==> config.mk <==
export PLATFORM = sky130hd
export DESIGN_NAME = quad_port_irq_status_decode
export DESIGN_NICKNAME = d
export VERILOG_FILES = /design/src/hdl/quad_port_irq_pkg.sv /design/src/hdl/pin_sync.sv /design/src/hdl/quad_port_irq_status_decode.sv
export SDC_FILE = /design/constraint.sdc
export NUM_CORES = 1
export LEC_CHECK = 0
export BUFFER_PORTS_ARGS = -buffer_cell sky130_fd_sc_hd__buf_2
export CORE_MARGIN = 5
export CORE_UTILIZATION = 40
export DETAILED_ROUTE_END_ITERATION = 12
export GPL_TIMING_DRIVEN = 1
export PLACE_DENSITY = 0.59
export SYNTH_ARGS = -nofsm -noshare
export SYNTH_HDL_FRONTEND = slang
export SYNTH_HIERARCHICAL = 1
export SYNTH_SLANG_ARGS = --single-unit
==> constraint.sdc <==
create_clock -name clk_in -period 2.2 [get_ports clk_in]
set_clock_uncertainty 0.05 [all_clocks]
set_input_delay 0.11 -clock clk_in [delete_from_list [all_inputs] [get_ports clk_in]]
set_output_delay 0.11 -clock clk_in [all_outputs]
set_load 0.005 [all_outputs]
==> src/hdl/quad_port_irq_pkg.sv <==
package quad_port_irq_pkg;

  localparam int unsigned NUM_PORTS = 4;
  localparam int unsigned ADDR_W = 16;
  localparam int unsigned DATA_W = 8;
  localparam int unsigned STATUS_RSV_W = DATA_W - NUM_PORTS;

  ////////////////////////////////////////////////////////////////////////////
  // Address map
  localparam logic [2:0] STATUS_OFFSET = 3'h7;
  localparam int unsigned PORT_SPAN_LSB = 3;
  localparam int unsigned ADDR_HIGH_LSB = 10;
  localparam int unsigned COMPAT_BASE_LSB = 5;
  localparam int unsigned COMPAT_BASE_MSB = 9;
  localparam int unsigned COMPAT_SEL_LSB = 3;
  localparam int unsigned COMPAT_SEL_MSB = 4;
  // Factory table: entry 0 is the first port
  localparam logic [3:0][15:0] FACTORY_BASE = {16'h02e8, 16'h03e8, 16'h02f8, 16'h03f8};
  // Request line routing: ports 1 and 3 on line 4, ports 2 and 4 on line 3
  localparam logic [3:0] LINE4_PORTS = 4'h5;
  localparam logic [3:0] LINE3_PORTS = 4'ha;

  ////////////////////////////////////////////////////////////////////////////
  // Timing
  localparam int unsigned CLK_PERIOD_PS = 5000;
  localparam int unsigned DRV_HOLD_NS = 25000;
  localparam int unsigned DRV_HOLD_CYCLES = (DRV_HOLD_NS * 1000 + CLK_PERIOD_PS - 1) / CLK_PERIOD_PS;
  localparam int unsigned HOLD_CNT_W = 16;

  ////////////////////////////////////////////////////////////////////////////
  // Bus cycle tracking
  typedef enum logic [1:0] {
    BUS_IDLE = 2'h0,
    BUS_READ = 2'h1,
    BUS_WRITE = 2'h2
  } bus_state_e;

endpackage

==> src/hdl/pin_sync.sv <==
module pin_sync #(
  parameter int unsigned WIDTH = 1,
  parameter logic [WIDTH-1:0] RST_VAL = '0
) (
  input wire logic clk_in,
  input wire logic rst_in,
  input wire logic [WIDTH-1:0] pin_in,
  output logic [WIDTH-1:0] level_out
);

  logic [WIDTH-1:0] stage1_ff;
  logic [WIDTH-1:0] stage2_ff;
  logic [WIDTH-1:0] stage3_ff;
  logic [WIDTH-1:0] level_ff;

  always_ff @(posedge clk_in or posedge rst_in) begin
    if (rst_in) begin
      stage1_ff <= RST_VAL;
      stage2_ff <= RST_VAL;
      stage3_ff <= RST_VAL;
    end else begin
      stage1_ff <= pin_in;
      stage2_ff <= stage1_ff;
      stage3_ff <= stage2_ff;
    end
  end

  // A bit moves only once the second and third stage agree
  always_ff @(posedge clk_in or posedge rst_in) begin
    if (rst_in) begin
      level_ff <= RST_VAL;
    end else begin
      for (int i = 0; i < WIDTH; i++) begin
        if (stage2_ff[i] == stage3_ff[i]) begin
          level_ff[i] <= stage3_ff[i];
        end
      end
    end
  end

  assign level_out = level_ff;

endmodule

==> src/hdl/quad_port_irq_status_decode.sv <==
module quad_port_irq_status_decode #(
  parameter int unsigned DRV_HOLD_CYCLES = quad_port_irq_pkg::DRV_HOLD_CYCLES
) (
  input wire logic clk_in,
  input wire logic rst_in,
  input wire logic [15:0] io_addr_in,
  input wire logic io_aen_in,
  input wire logic io_rd_n_in,
  input wire logic io_wr_n_in,
  output logic [7:0] io_data_out,
  output logic io_data_oe_out,
  input wire logic compat_mode_in,
  input wire logic [4:0] compat_base_in,
  input wire logic [3:0] uart_irq_in,
  input wire logic [3:0] uart_txd_in,
  output logic [3:0] uart_cs_out,
  output logic uart_rd_out,
  output logic uart_wr_out,
  output logic irq_line4_out,
  output logic irq_line3_out,
  output logic [3:0] drv_en_out
);

  ////////////////////////////////////////////////////////////////////////////
  // Pin synchronisers
  logic [15:0] addr_s;
  logic aen_s, rd_n_s, wr_n_s, compat_s;
  logic [4:0] base_s;
  logic [3:0] irq_s, txd_s;

  pin_sync #(
    .WIDTH(19),
    .RST_VAL({16'h0000, 3'h7})
  ) u_bus_sync (
    .clk_in(clk_in),
    .rst_in(rst_in),
    .pin_in({io_addr_in, io_aen_in, io_rd_n_in, io_wr_n_in}),
    .level_out({addr_s, aen_s, rd_n_s, wr_n_s})
  );

  // Transmit lines reset to idle so no driver turns on when reset releases
  pin_sync #(
    .WIDTH(14),
    .RST_VAL({10'h000, 4'hf})
  ) u_port_sync (
    .clk_in(clk_in),
    .rst_in(rst_in),
    .pin_in({compat_mode_in, compat_base_in, uart_irq_in, uart_txd_in}),
    .level_out({compat_s, base_s, irq_s, txd_s})
  );

  ////////////////////////////////////////////////////////////////////////////
  // Address decode
  function automatic logic [3:0] decode_port(input logic [15:0] a, input logic compat, input logic [4:0] base);
    logic [3:0] sel;
    sel = 4'h0;
    if (a[15:quad_port_irq_pkg::ADDR_HIGH_LSB] != '0) begin
      sel = 4'h0;
    end else if (compat) begin
      if (a[quad_port_irq_pkg::COMPAT_BASE_MSB:quad_port_irq_pkg::COMPAT_BASE_LSB] == base) begin
        sel = 4'h1 << a[quad_port_irq_pkg::COMPAT_SEL_MSB:quad_port_irq_pkg::COMPAT_SEL_LSB];
      end
    end else begin
      for (int i = 0; i < quad_port_irq_pkg::NUM_PORTS; i++) begin
        // Low three bits are the port's own eight registers
        if (a[15:quad_port_irq_pkg::PORT_SPAN_LSB] ==
            quad_port_irq_pkg::FACTORY_BASE[i][15:quad_port_irq_pkg::PORT_SPAN_LSB]) begin
          sel[i] = 1'b1;
        end
      end
    end
    return sel;
  endfunction

  logic [3:0] port_sel;
  logic rd_act, wr_act, at_status;

  assign port_sel = decode_port(addr_s, compat_s, base_s);
  assign rd_act = !rd_n_s && !aen_s;
  assign wr_act = !wr_n_s && !aen_s;
  assign at_status = addr_s[2:0] == quad_port_irq_pkg::STATUS_OFFSET;

  ////////////////////////////////////////////////////////////////////////////
  // Bus cycle state
  quad_port_irq_pkg::bus_state_e bus_state_ff;
  quad_port_irq_pkg::bus_state_e nxt_bus_state;
  logic [3:0] sel_ff;
  logic is_status_ff;
  logic [15:0] addr_ff;

  always_comb begin
    nxt_bus_state = bus_state_ff;
    case (bus_state_ff)
      quad_port_irq_pkg::BUS_IDLE: begin
        if (rd_act && (port_sel != 4'h0)) begin
          nxt_bus_state = quad_port_irq_pkg::BUS_READ;
        end else if (wr_act && (port_sel != 4'h0)) begin
          nxt_bus_state = quad_port_irq_pkg::BUS_WRITE;
        end
      end
      quad_port_irq_pkg::BUS_READ: begin
        if (!rd_act) begin
          nxt_bus_state = quad_port_irq_pkg::BUS_IDLE;
        end
      end
      quad_port_irq_pkg::BUS_WRITE: begin
        if (!wr_act) begin
          nxt_bus_state = quad_port_irq_pkg::BUS_IDLE;
        end
      end
      default: begin
        nxt_bus_state = quad_port_irq_pkg::BUS_IDLE;
      end
    endcase
  end

  always_ff @(posedge clk_in or posedge rst_in) begin
    if (rst_in) begin
      bus_state_ff <= quad_port_irq_pkg::BUS_IDLE;
    end else begin
      bus_state_ff <= nxt_bus_state;
    end
  end

  // Cycle attributes are frozen at entry so a drifting address cannot move them
  always_ff @(posedge clk_in or posedge rst_in) begin
    if (rst_in) begin
      sel_ff <= 4'h0;
      is_status_ff <= 1'b0;
      addr_ff <= 16'h0000;
    end else if (bus_state_ff == quad_port_irq_pkg::BUS_IDLE) begin
      sel_ff <= port_sel;
      is_status_ff <= at_status;
      addr_ff <= addr_s;
    end
  end

  ////////////////////////////////////////////////////////////////////////////
  // Host bus answers
  logic [3:0] uart_cs_ff;
  logic uart_rd_ff, uart_wr_ff, data_oe_ff;
  logic [7:0] data_ff;
  logic in_read, in_write;

  assign in_read = bus_state_ff == quad_port_irq_pkg::BUS_READ;
  assign in_write = bus_state_ff == quad_port_irq_pkg::BUS_WRITE;

  // The status location is ours in both directions; the UART never sees it
  always_ff @(posedge clk_in or posedge rst_in) begin
    if (rst_in) begin
      uart_cs_ff <= 4'h0;
      uart_rd_ff <= 1'b0;
      uart_wr_ff <= 1'b0;
    end else begin
      uart_cs_ff <= ((in_read || in_write) && !is_status_ff) ? sel_ff : 4'h0;
      uart_rd_ff <= in_read && !is_status_ff;
      uart_wr_ff <= in_write && !is_status_ff;
    end
  end

  // Status is resampled every cycle of the read, so a late interrupt still shows
  always_ff @(posedge clk_in or posedge rst_in) begin
    if (rst_in) begin
      data_oe_ff <= 1'b0;
      data_ff <= 8'h00;
    end else begin
      data_oe_ff <= in_read && is_status_ff;
      data_ff <= (in_read && is_status_ff) ?
                 {{quad_port_irq_pkg::STATUS_RSV_W{1'b0}}, irq_s} : 8'h00;
    end
  end

  assign uart_cs_out = uart_cs_ff;
  assign uart_rd_out = uart_rd_ff;
  assign uart_wr_out = uart_wr_ff;
  assign io_data_oe_out = data_oe_ff;
  assign io_data_out = data_ff;

  ////////////////////////////////////////////////////////////////////////////
  // Request line routing
  logic irq_line4_ff, irq_line3_ff;

  always_ff @(posedge clk_in or posedge rst_in) begin
    if (rst_in) begin
      irq_line4_ff <= 1'b0;
      irq_line3_ff <= 1'b0;
    end else begin
      irq_line4_ff <= |(irq_s & quad_port_irq_pkg::LINE4_PORTS);
      irq_line3_ff <= |(irq_s & quad_port_irq_pkg::LINE3_PORTS);
    end
  end

  assign irq_line4_out = irq_line4_ff;
  assign irq_line3_out = irq_line3_ff;

  ////////////////////////////////////////////////////////////////////////////
  // Automatic line driver enable
  // The hold covers the stop bit; at low baud rates it must be lengthened
  logic [3:0][quad_port_irq_pkg::HOLD_CNT_W-1:0] hold_cnt_ff;
  logic [3:0] drv_en_ff;

  always_ff @(posedge clk_in or posedge rst_in) begin
    if (rst_in) begin
      hold_cnt_ff <= '0;
      drv_en_ff <= 4'h0;
    end else begin
      for (int i = 0; i < quad_port_irq_pkg::NUM_PORTS; i++) begin
        if (!txd_s[i]) begin
          hold_cnt_ff[i] <= quad_port_irq_pkg::HOLD_CNT_W'(DRV_HOLD_CYCLES);
          drv_en_ff[i] <= 1'b1;
        end else if (hold_cnt_ff[i] != '0) begin
          hold_cnt_ff[i] <= hold_cnt_ff[i] - 1'b1;
          drv_en_ff[i] <= hold_cnt_ff[i] > quad_port_irq_pkg::HOLD_CNT_W'(1);
        end else begin
          drv_en_ff[i] <= 1'b0;
        end
      end
    end
  end

  assign drv_en_out = drv_en_ff;
endmodule

# Word-level counts from Yosys, hierarchy flattened
# Cells that the tools add are included.
dict set report word_totals {
  out_inout_bits 21
  reg_bits 220
}
dict set report op_classes {
  reduce_logical 23
  n_lt_le_gt_ge 4
  n_addsub 4
  eq_ne 48
  n_mux 30
  shift 1
}
# cell count
set ops {}
lappend ops {{16-bit 2-to-1 mux} 8}
lappend ops {{16-bit by 1-bit greater-than comparator with 1-bit output (second input constant)} 4}
lappend ops {{16-bit nonzero test} 4}
lappend ops {{16-bit by 1-bit subtractor with 16-bit output (second input constant)} 4}
lappend ops {{13-bit by 7-bit equality test with 1-bit output (second input constant)} 4}
lappend ops {{1-bit equality test} 33}
lappend ops {{4-bit 2-to-1 mux} 5}
lappend ops {{1-bit 2-to-1 mux} 12}
lappend ops {{2-bit != test (second input constant)} 6}
lappend ops {{1-bit logical AND} 8}
lappend ops {{2-bit 2-to-1 mux} 4}
lappend ops {{2-bit one-hot mux with 3 select lines} 1}
lappend ops {{6-bit nonzero test} 1}
lappend ops {{5-bit equality test} 1}
lappend ops {{1-bit logical NOT} 4}
lappend ops {{4-bit nonzero test} 1}
lappend ops {{2-bit OR reduction} 2}
lappend ops {{1-bit by 2-bit left shift with 4-bit output (first input constant)} 1}
lappend ops {{3-bit equality test (second input constant)} 1}
lappend ops {{3-bit != test (second input constant)} 1}
lappend ops {{3-bit AND reduction} 1}
lappend ops {{2-bit by 1-bit equality test with 1-bit output (second input constant)} 1}
lappend ops {{2-bit equality test (second input constant)} 1}
lappend ops {{2-bit logical NOT} 1}
lappend ops {{1-bit logical OR} 1}

# Depth between registers and ports, before layout
# Gate-level depths: netlist of the first run.
dict set report logic_depth {
  word_depth 9
  ltp_mapped 8
}

# Modules after synthesis
# The synthesis of the first run kept the hierarchy.
# mod seq_area_each_um2 cells_per_inst instances area_per_inst_um2
set by_module_without_submodules {}
lappend by_module_without_submodules {quad_port_irq_status_decode 2202.1 477 1 4634.4}
lappend by_module_without_submodules {{pin_sync (u_bus_sync)} 1916.8 96 1 2134.5}
lappend by_module_without_submodules {{pin_sync (u_port_sync)} 1421.4 71 1 1582.8}

# Worst setup path before layout of the first run
# No wires, ideal clock.
dict set report synth_path {
  kind {reg-to-reg}
  start {register hold_cnt_ff[42] (netlist bit)}
  end {register hold_cnt_ff[35] (netlist bit)}
  path_slack_ns 0.020
  required_ns 2.018
  stages_incl_launch_ff 8
  t_arrival_ns 1.999
  path_cell_list {dfrtp_1 or4_1 buf_2 or4_4 buf_6 o21ai_1 xor2_1 nand2_1}
}
dict set report synth_between {
  elab_chain_len 2
}
# item line
set synth_lines {}
lappend synth_lines {{start, declared} quad_port_irq_status_decode.sv:199} ;# logic [3:0][quad_port_irq_pkg::HOLD_CNT_W-1:0] hold_cnt_ff;
lappend synth_lines {{start signal, assigned by index} quad_port_irq_status_decode.sv:209} ;# hold_cnt_ff[i] <= quad_port_irq_pkg::HOLD_CNT_W'(DRV_HOLD_CYCLES);
lappend synth_lines {{start signal, assigned by index} quad_port_irq_status_decode.sv:212} ;# hold_cnt_ff[i] <= hold_cnt_ff[i] - 1'b1;
lappend synth_lines {{16-bit nonzero test} quad_port_irq_status_decode.sv:211} ;# end else if (hold_cnt_ff[i] != '0) begin
lappend synth_lines {{2-bit != test (no line)} -}
# Every way passes these cells.
# A chain may end at the register's enable or synchronous reset.

# Final worst setup path of the first run
dict set report layout_path {
  start {register hold_cnt_ff[42] (netlist bit)}
  end {register hold_cnt_ff[34] (netlist bit)}
}
# Same word-level chain as after synthesis.

==> results of run 1 <==
[final timing paths]
| check | start | end | slack (ns) | depth (start not counted) |
|---|---|---|---|---|
| worst max-delay path | hold_cnt_ff[42] | hold_cnt_ff[34] | 0.1 | 5 |
| min in group clk_in | compat_base_in[0] | u_port_sync/stage1_ff[8] | 0.18 | 2 |
| worst min register to register | u_bus_sync/stage1_ff[17] | u_bus_sync/stage2_ff[17] | 0.29 | 0 |
| max in group asynchronous | rst_in | u_port_sync/level_out[0] | 1.19 | 4 |
| worst max register to register | hold_cnt_ff[42] | hold_cnt_ff[34] | 0.1 | 5 |
| worst min-delay path | rst_in | u_bus_sync/level_out[11] | 0.16 | 3 |
[sequential cells by signal (all words and copies together) (netlist names), 14 cells and up]
| register | cells |
|---|---|
| u_port_sync/stage2_ff | 14 |
| hold_cnt_ff | 64 |
| u_bus_sync/stage3_ff | 19 |
| u_bus_sync/stage1_ff | 19 |
| u_bus_sync/level_out | 19 |
| u_port_sync/level_out | 14 |
| u_port_sync/stage1_ff | 14 |
| u_port_sync/stage3_ff | 14 |
| u_bus_sync/stage2_ff | 19 |
[per-stage QoR]
stage          cell area, sq um  utilization (%)  hold WS, ns  instances  setup WS (ns)
2_1_floorplan              8370                -       0.0645        647         0.0196
3_3_place_gp               9130             44.8        0.143        981          0.132
3_5_place_dp               9130             44.8        0.161        981         0.0547
4_1_cts                   10300             50.6        0.157       1059         0.0336
5_1_grt                   10400             50.9        0.161       1059        0.00372
6_report                  10400             50.9        0.164       1059         0.0967
[critical path, cell delays in order, from the launching register on]
cell and delay [ns]:
dfrtp_1 0.37, or4_1 0.58, or4_4 0.47, o311ai_1 0.23
o21ai_0 0.13, and2_1 0.18
[power breakdown]
group / switching (mW) / internal, mW
registers: 0.323 / 4.40
logic: 0.610 / 0.592
clock network: 1.57 / 2.59
total: 2.50 / 7.59
[layout make-up]
cell class                 instances  area, sq um  share of cell area [%]
tap                              270          338                    3.26
timing repair buffer             114          851                    8.21
sequential                       220         5540                    53.5
inverter                          21         82.6                   0.797
clock inverter                    12          181                    1.75
multi-input combinational        390         2710                    26.2
clock buffer                      32          661                    6.37
[cells in the final DEF, fill, tap and decap left out, types with 17 or more instances in the layout]
cell type / netlist / final
inv_1: 21 / 18
nor2_1: 25 / 24
xnor2_1: 23 / 23
o21ai_0: 19 / 19
buf_4: 4 / 26
dfrtp_1: 192 / 192
nand2_1: 48 / 48
buf_2: 1 / 51
nor3_1: 18 / 17
dlygate4sd3_1: 0 / 34
maj3_2: 33 / 33
clkbuf_16: 0 / 24
dfstp_2: 28 / 28
and2_1: 25 / 25
nor4_1: 22 / 20
[cell families (layout without fill, tap and decap cells)]
kind of cell               count (synthesis)  in the layout
AOI/OAI and AO/OA                         68             68
xor gates and xnor gates                  38             38
adders and majority gates                 44             44
buffers and inverters                     37            179
DFF                                      220            220
muxes                                      4              4
other                                      1              4
and+or+nand+nor                          232            232
[per-layer routing]
metal	vias up	GRT usage [%]	part of all wire, %
met5	-	0	0
met4	0	5.21	3.8
met3	37	2.21	3.6
met2	84	21.5	48
met1	2552	17.7	45
li1	2523	-	-
[timing repair]
item                                   CTS  global route
endpoints found under the hold margin  187             0
resized for setup                        0            10
setup endpoints to repair                0            13
hold buffers                            34             0
==> flow_summary_export.csv, run 1 <==
group,metric,value,unit
sta,tns,0,ns
setup_path,path_max_fanout,4,
pwr,power_density,973,nW/um^2
global_route,overflow,0,
sta,finalMaxSlewViolations,0,
cts,cts_max_path_buffers,3,
cts,cts_tree,"built",
cts,post-cts-setup-buffer-count,0,
logic_synthesis,synth_area_leader_cell,"dfrtp_1",
global_route,antenna_found_initial,0,
worst_hold_path,worstHoldPathType,"primary input to async pin",
logic_synthesis,synthCells,644,
detailed_routing,firstDrtPassIters,4,
logic_synthesis,ys_types,54,
status,status,"completed",
global_route,grt_pass1_vias,5540,
flow_run,cap_viol_max_count,0,
detailed_routing,drc,0,
sta,setup_viol_count_final,0,
logic_synthesis,ys_top_cells_by_area,"dfrtp_1 (58%), dfstp_2 (8.8%), maj3_2 (4.4%), xnor2_1 (2.4%), nand2_1 (2.2%)",
detailed_routing,drt-initial-drc-count,198,
logic_synthesis,synth_top_cell_area_share,57.5,%
place,gp_congestion,0.806,
setup_path,critPathLaunchType,"register",
floorplan,rows,52,
detailed_routing,drtAntennaViolNets,0,
logic_synthesis,synthAdderAreaFrac,6.10,%
global_route,grt_max_degree,89,
cts,path_clk_slew,0.06,ns
cts,insertion_delay,0.51,ns
sta,tightest_slew,0.667,ns
floorplan,io_pins,56,
floorplan,die_y,154,um
sta,fmax,475,MHz
floorplan,start_util,41.0,%
logic_synthesis,synth-xor-area-share,3.99,%
pwr,leakage,4.40,nW
setup_path,cp_data_arrival_time,2.45,ns
floorplan,fp.dieW,154,um
logic_synthesis,netlist_top_cells_count,"dfrtp_1 (192), nand2_1 (48), maj3_2 (33), dfstp_2 (28)",
detailed_routing,drt-total-wl,15100,um
setup_path,critPathCaptureType,"register",
logic_synthesis,synth-simple-area-share,15.5,%
finish,syn2layout_area_growth,24.1,%
logic_synthesis,synth.cell_area,8350,sq um
global_route,track_usage,13.2,%
place,numPortBuffers,51,
sta,min_period,2.10,ns
detailed_routing,via_per_inst,4.91,
place,dpl.hpwl,10300,um
logic_synthesis,synth.yosys.seq_area_share,66.3,%
pwr,irDropWorstVdd,0.666,mV
logic_synthesis,yosysMostFrequentCell,"dfrtp_1",
floorplan,fp.dieArea,23900,sq um
logic_synthesis,synth_seq_cells,220,
cts,clock-root-buffer,"clkbuf_16",
global_route,grt_pass1_wl,26800,um
logic_synthesis,avgSynthCellArea,13.0,sq um
sta,rsz0062_at_grt,"false",
pwr,power,10.1,mW
floorplan,core,20400,sq um
finish,n_antenna_cell,0,
logic_synthesis,synthArstFlopShare,100,%
cts,cts_sinks,220,
logic_synthesis,yosys_most_used_dff,"dfrtp_1",
logic_synthesis,synthMuxAreaShare,0.479,%
sta,layout_worst_path_cycle_share,95.6,%
logic_synthesis,synth_top_family_by_area,"simple AND/OR/NAND/NOR gates",
finish,fillers,1746,
detailed_routing,avgRoutedWirePerCell,14.2,um
logic_synthesis,synth_compound_area_share,5.57,%
logic_synthesis,ys_warn_count,6,
sta,slew_headroom,55.5,%
sta,hold_viol_final,0,
detailed_routing,vias,5196,
finish,nets,817,
setup_path,crit_required,2.55,ns
cts,htree_levels,1,
cts,cts_buffers,24,
logic_synthesis,synth_edf_count,0,
finish,drive_gt1_share,25.9,%
setup_path,critPathKind,"register to register",
Note: power is estimated with default switching activity, not from simulation.
==> run 2, diff against run 1 <==
- CORE_UTILIZATION: 40 -> 25
- PLACE_DENSITY: 0.59 -> 0.41
==> run 2 against run 1 <==
Die area increased by 56%. Utilization fell by 19 points. Maximum frequency up 1.3%. Final cell count up 18%. Total power is 1.7% higher. Via count shrank 0.44%.
==> flow_summary_export.csv, run 2 (synthesized netlist as in run 1, its figures left out) <==
group,metric,value,unit
finish,fillers,3364,
cts,cts_sinks,220,
finish,largest_register,"hold_cnt_ff",
setup_path,r2r_start,"hold_cnt_ff[12]",
detailed_routing,vias,5173,
cts,clock-root-buffer,"clkbuf_16",
sta,timing.hold.ws,0.165,ns
detailed_routing,firstDrtPassIters,4,
place,dpl.hpwl,10900,um
global_route,overflow,0,
setup_path,path_delay_family,"simple AND/OR/NAND/NOR gates",
sta,setup_viol_count_final,0,
finish,nets,830,
floorplan,fp.dieW,193,um
setup_path,cp_cell_sequence,"or4_1 > o41ai_1 > buf_4 > nor3_1 > xor2_1 > and2_1",
setup_path,critPathLaunch,"hold_cnt_ff[12]",
finish,stdcell_count,1250,
setup_path,cp_data_arrival_time,2.45,ns
cts,path_clk_slew,0.06,ns
place,place_ws,0.0413,ns
floorplan,fp.dieArea,37200,sq um
detailed_routing,drt-initial-drc-count,220,
setup_path,crit_path_max_incr_delay,0.64,ns
detailed_routing,drtAntennaViolNets,0,
place,gp_congestion,0.786,
cts,cts_tree,"built",
detailed_routing,drc,0,
detailed_routing,drt-total-wl,16600,um
setup_path,crit_required,2.57,ns
sta,min_period,2.08,ns
sta,layout_worst_path_cycle_share,94.4,%
sta,tightest_slew,0.822,ns
place,placedCellCount,1171,
global_route,grt_pass1_vias,5364,
finish,largest_reg_flops,64,
finish,seq_area,5540,sq um
worst_hold_path,hold_start,"compat_base_in[1]",
sta,hold_viol_final,0,
pwr,leakage,4.46,nW
detailed_routing,avgRoutedWirePerCell,13.3,um
cts,cts_max_path_buffers,3,
setup_path,critPathCaptureType,"register",
sta,fmax,482,MHz
global_route,grt_pass1_wl,28300,um
finish,syn2layout_area_growth,28.0,%
flow_run,cap_viol_max_count,0,
floorplan,core,33300,sq um
worst_hold_path,worstHoldPathType,"primary input to register",
global_route,antenna_found_initial,0,
detailed_routing,via_per_inst,4.14,
setup_path,path_max_fanout,6,
global_route,grt_max_degree,49,
finish,multiInputGateArea,2680,sq um
setup_path,critPathLaunchType,"register",
setup_path,critPathKind,"register to register",
cts,htree_levels,1,
setup_path,path_buf_inv,1,
finish,drive_gt1_share,26.8,%
floorplan,start_util,25.1,%
finish,final_common_cell,"dfrtp_1",
sta,setup_ws,0.124,ns
sta,slew_headroom,45.1,%
status,status,"completed",
sta,finalMaxSlewViolations,0,
place,numPortBuffers,51,
cts,insertion_delay,0.53,ns
cts,cts_buffers,25,
finish,n_antenna_cell,0,
floorplan,io_pins,56,
pwr,power_density,960,nW/um^2
setup_path,crit_slowest_cell,"or4_1",
global_route,track_usage,9.25,%
floorplan,rows,67,
finish,layout_common_cells,"dfrtp_1 (192), buf_2 (51), nand2_1 (48)",
floorplan,die_y,193,um
pwr,irDropWorstVdd,0.643,mV
## run 2: final cells by class
cell class | count | area share (%)
Clock buffer | 31 | 6.44
Clock inverter | 14 | 1.66
Inverter | 21 | 0.784
Multi-Input combinational cell | 390 | 25.1
Sequential cell | 220 | 51.8
Tap cell | 448 | 5.25
Timing Repair Buffer | 126 | 8.92
## run 2: stage by stage
stage           TNS, ns  util, %  area, sq um  total power [mW]
2_1_floorplan         0        -         8370              5.51
3_3_place_gp          0     28.4         9460              6.00
3_5_place_dp          0     28.4         9460              5.99
4_1_cts               0     32.0        10700              10.5
5_1_grt        -0.00252     32.1        10700              10.9
6_report              0     32.1        10700              10.3
## run 2: final timing paths
kind | to | slack (ns) | depth (start not counted)
worst max-delay path | hold_cnt_ff[6] | 0.12 | 6
worst min-delay path | u_port_sync/stage1_ff[9] | 0.16 | 2
worst max register to register | hold_cnt_ff[6] | 0.12 | 6
worst min register to register | u_bus_sync/stage2_ff[3] | 0.30 | 0
min in group asynchronous | u_bus_sync/level_out[11] | 0.17 | 3
max in group asynchronous | hold_cnt_ff[49] | 1.18 | 4
## run 2: timing repair
item | in CTS | in global routing
endpoints found under the setup margin | 0 | 9
gates resized for setup | 0 | 6
hold endpoints to repair | 154 | 0
hold buffers | 34 | 0
buffers inserted | 0 | 0
## run 2: report_power, final
group | switching (mW) | total (mW) | internal [mW]
registers | 0.325 | 4.73 | 4.40
clock network | 1.72 | 4.31 | 2.59
logic | 0.610 | 1.22 | 0.609
## run 2: layer usage
layer,routed length [um],track usage [%],vias up
met4,478,2.77,0
met3,602,1.88,30
met5,0,0,-
met1,7990,13.0,2531
met2,7490,14.5,65
li1,-,-,2547
==> run 3, diff against run 2 <==
- PLACE_DENSITY: 0.41 -> 0.4
- clock period: 2.2 -> 2.3 ns (I/O delays scaled with it)
==> run 3 against run 2 <==
Wire length fell by 2.6%. Sequential cell count did not move. Utilization fell by 0.61 points. Worst hold slack improved by 0.0062 ns. Global-route usage fell by 0.31 points. Die area did not move. Register-to-register slack improved by 0.03 ns. Worst setup slack improved by 0.030 ns. Final cell count fell by 1.7%. Maximum frequency fell by 3.3%. Largest cell class unchanged. Highest routed layer unchanged.
==> flow_summary_export.csv, run 3 (synthesized netlist as in run 1, its figures left out) <==
group,metric,value,unit
status,status,"completed",
setup_path,crit_slowest_cell,"or4_1",
finish,nets,809,
global_route,antenna_found_initial,1,
setup_path,critPathCaptureType,"register",
place,place_ws,0.137,ns
setup_path,reg2reg_to,"hold_cnt_ff[39]",
detailed_routing,drt-initial-drc-count,268,
pwr,irDropWorstVdd,0.462,mV
sta,fmax,466,MHz
setup_path,path_max_fanout,7,
sta,min_period,2.15,ns
global_route,grt_pass1_vias,5301,
cts,post-cts-setup-buffer-count,0,
sta,slew_headroom,60.1,%
global_route,use_met2,14.4,%
detailed_routing,via_per_inst,4.20,
detailed_routing,vias,5156,
finish,n_antenna_cell,0,
detailed_routing,drt-total-wl,16100,um
cts,htree_levels,1,
floorplan,die_y,193,um
cts,insertion_delay,0.52,ns
setup_path,critPathLaunchType,"register",
finish,final_common_cell,"dfrtp_1",
floorplan,fp.dieArea,37200,sq um
setup_path,r2r_cells,5,
global_route,overflow,0,
cts,cts_max_path_buffers,3,
place,gp_congestion,0.771,
global_route,track_usage,8.94,%
cts,path_clk_slew,0.06,ns
pwr,leakage,4.35,nW
setup_path,cp_data_arrival_time,2.49,ns
global_route,grtUsageMet1,12.2,%
detailed_routing,firstDrtPassIters,4,
place,numPortBuffers,51,
sta,finalMaxSlewViolations,0,
floorplan,rows,67,
sta,hold_viol_final,0,
place,place_area,9290,sq um
pwr,power_density,919,nW/um^2
floorplan,io_pins,56,
finish,largest_register,"hold_cnt_ff",
setup_path,rrSetupSlack,0.15,ns
detailed_routing,drc,0,
floorplan,core,33300,sq um
finish,syn2layout_area_growth,25.5,%
setup_path,crit_required,2.64,ns
worst_hold_path,worstHoldPathType,"primary input to async pin",
finish,design_area,10500,sq um
setup_path,r2r_start,"hold_cnt_ff[42]",
sta,setup_ws,0.154,ns
cts,cts_tree,"built",
floorplan,fp.dieW,193,um
global_route,grt_max_degree,89,
global_route,grt-busiest-layer,"met2",
detailed_routing,avgRoutedWirePerCell,13.1,um
floorplan,start_util,25.1,%
sta,tightest_slew,0.598,ns
pwr,power,9.63,mW
global_route,grt_pass1_wl,27400,um
detailed_routing,drtAntennaViolNets,0,
setup_path,critPathKind,"register to register",
setup_path,cp_cell_sequence,"or4_1 > or4_4 > o21ai_1 > xor2_1 > nand2_1",
sta,setup_viol_count_final,0,
place,dpl.hpwl,10900,um
cts,cts_sinks,220,
global_route,grt_util_met3,2.08,%
setup_path,crit_path_max_incr_delay,0.59,ns
finish,layout_common_cells,"dfrtp_1 (192), buf_2 (51), nand2_1 (48)",
cts,cts_buffers,24,
sta,tns,0,ns
finish,drive_gt1_share,24.8,%
sta,layout_worst_path_cycle_share,93.3,%
finish,largest_reg_flops,64,
cts,clock-root-buffer,"clkbuf_16",
flow_run,cap_viol_max_count,0,
==> run 3: cell count changes in the layout (fill, tap and decap cells not counted), sizes merged <==
cell      before  now
buf           92   72
clkbuf        31   27
clkinv         7   10
bufinv         3    4
clkinvlp       5    4
==> run 3: layout make-up <==
class                           count  area [sq um]
Inverter                           21          82.6
Timing Repair Buffer              106           791
Fill cell                        3336         22800
Sequential cell                   220          5540
Multi-Input combinational cell    390          2680
Clock buffer                       27           622
Tap cell                          448           561
Clock inverter                     17           208
==> run 3: worst max path at each step <==
stage | start | to | slack [ns] | depth (start not counted)
final | hold_cnt_ff[42] | hold_cnt_ff[39] | 0.15 | 5
after global routing | bus_state_ff[0] | sel_ff[3] | -0.001 | 6
after CTS | hold_cnt_ff[42] | hold_cnt_ff[34] | 0.11 | 5
after detailed placement | hold_cnt_ff[42] | hold_cnt_ff[34] | 0.14 | 5
after global placement | hold_cnt_ff[42] | hold_cnt_ff[39] | 0.18 | 5
after floorplan | hold_cnt_ff[42] | hold_cnt_ff[35] | 0.12 | 7
==> run 3: timing repair <==
| action | in CTS | in global routing |
|---|---|---|
| gates resized for setup | 0 | 5 |
| hold buffers | 34 | 0 |
| hold endpoints to repair | 164 | 0 |
| setup endpoints to repair | 0 | 4 |
==> run 3: through the flow <==
step / utilization (%) / hold slack [ns] / cells
2_1_floorplan: - / 0.0695 / 647
3_3_place_gp: 27.9 / 0.167 / 1151
3_5_place_dp: 27.9 / 0.174 / 1151
4_1_cts: 31.4 / 0.145 / 1229
5_1_grt: 31.5 / 0.151 / 1229
6_report: 31.5 / 0.171 / 1229
==> run 3: critical path, delay by kind of cell (launching register included) <==
kind | cells | cell delay (ns)
DFF | 1 | 0.42
AOI/OAI and AO/OA | 1 | 0.17
and+or+nand+nor | 3 | 1.22
xor gates and xnor gates | 1 | 0.16
==> run 3: per-layer routing <==
layer,vias to the layer above,wire [um]
met5,-,0
met4,0,373
met3,26,794
met2,92,7530
met1,2547,7450
li1,2491,-
==> run 3: report_power, final <==
| part | leakage (nW) | switching [mW] | internal [mW] | total (mW) |
|---|---|---|---|---|
| Clock | 0.405 | 1.56 | 2.41 | 3.97 |
| Combinational | 1.35 | 0.582 | 0.561 | 1.14 |
| Sequential | 2.59 | 0.309 | 4.21 | 4.52 |
| Total | 4.35 | 2.45 | 7.18 | 9.63 |
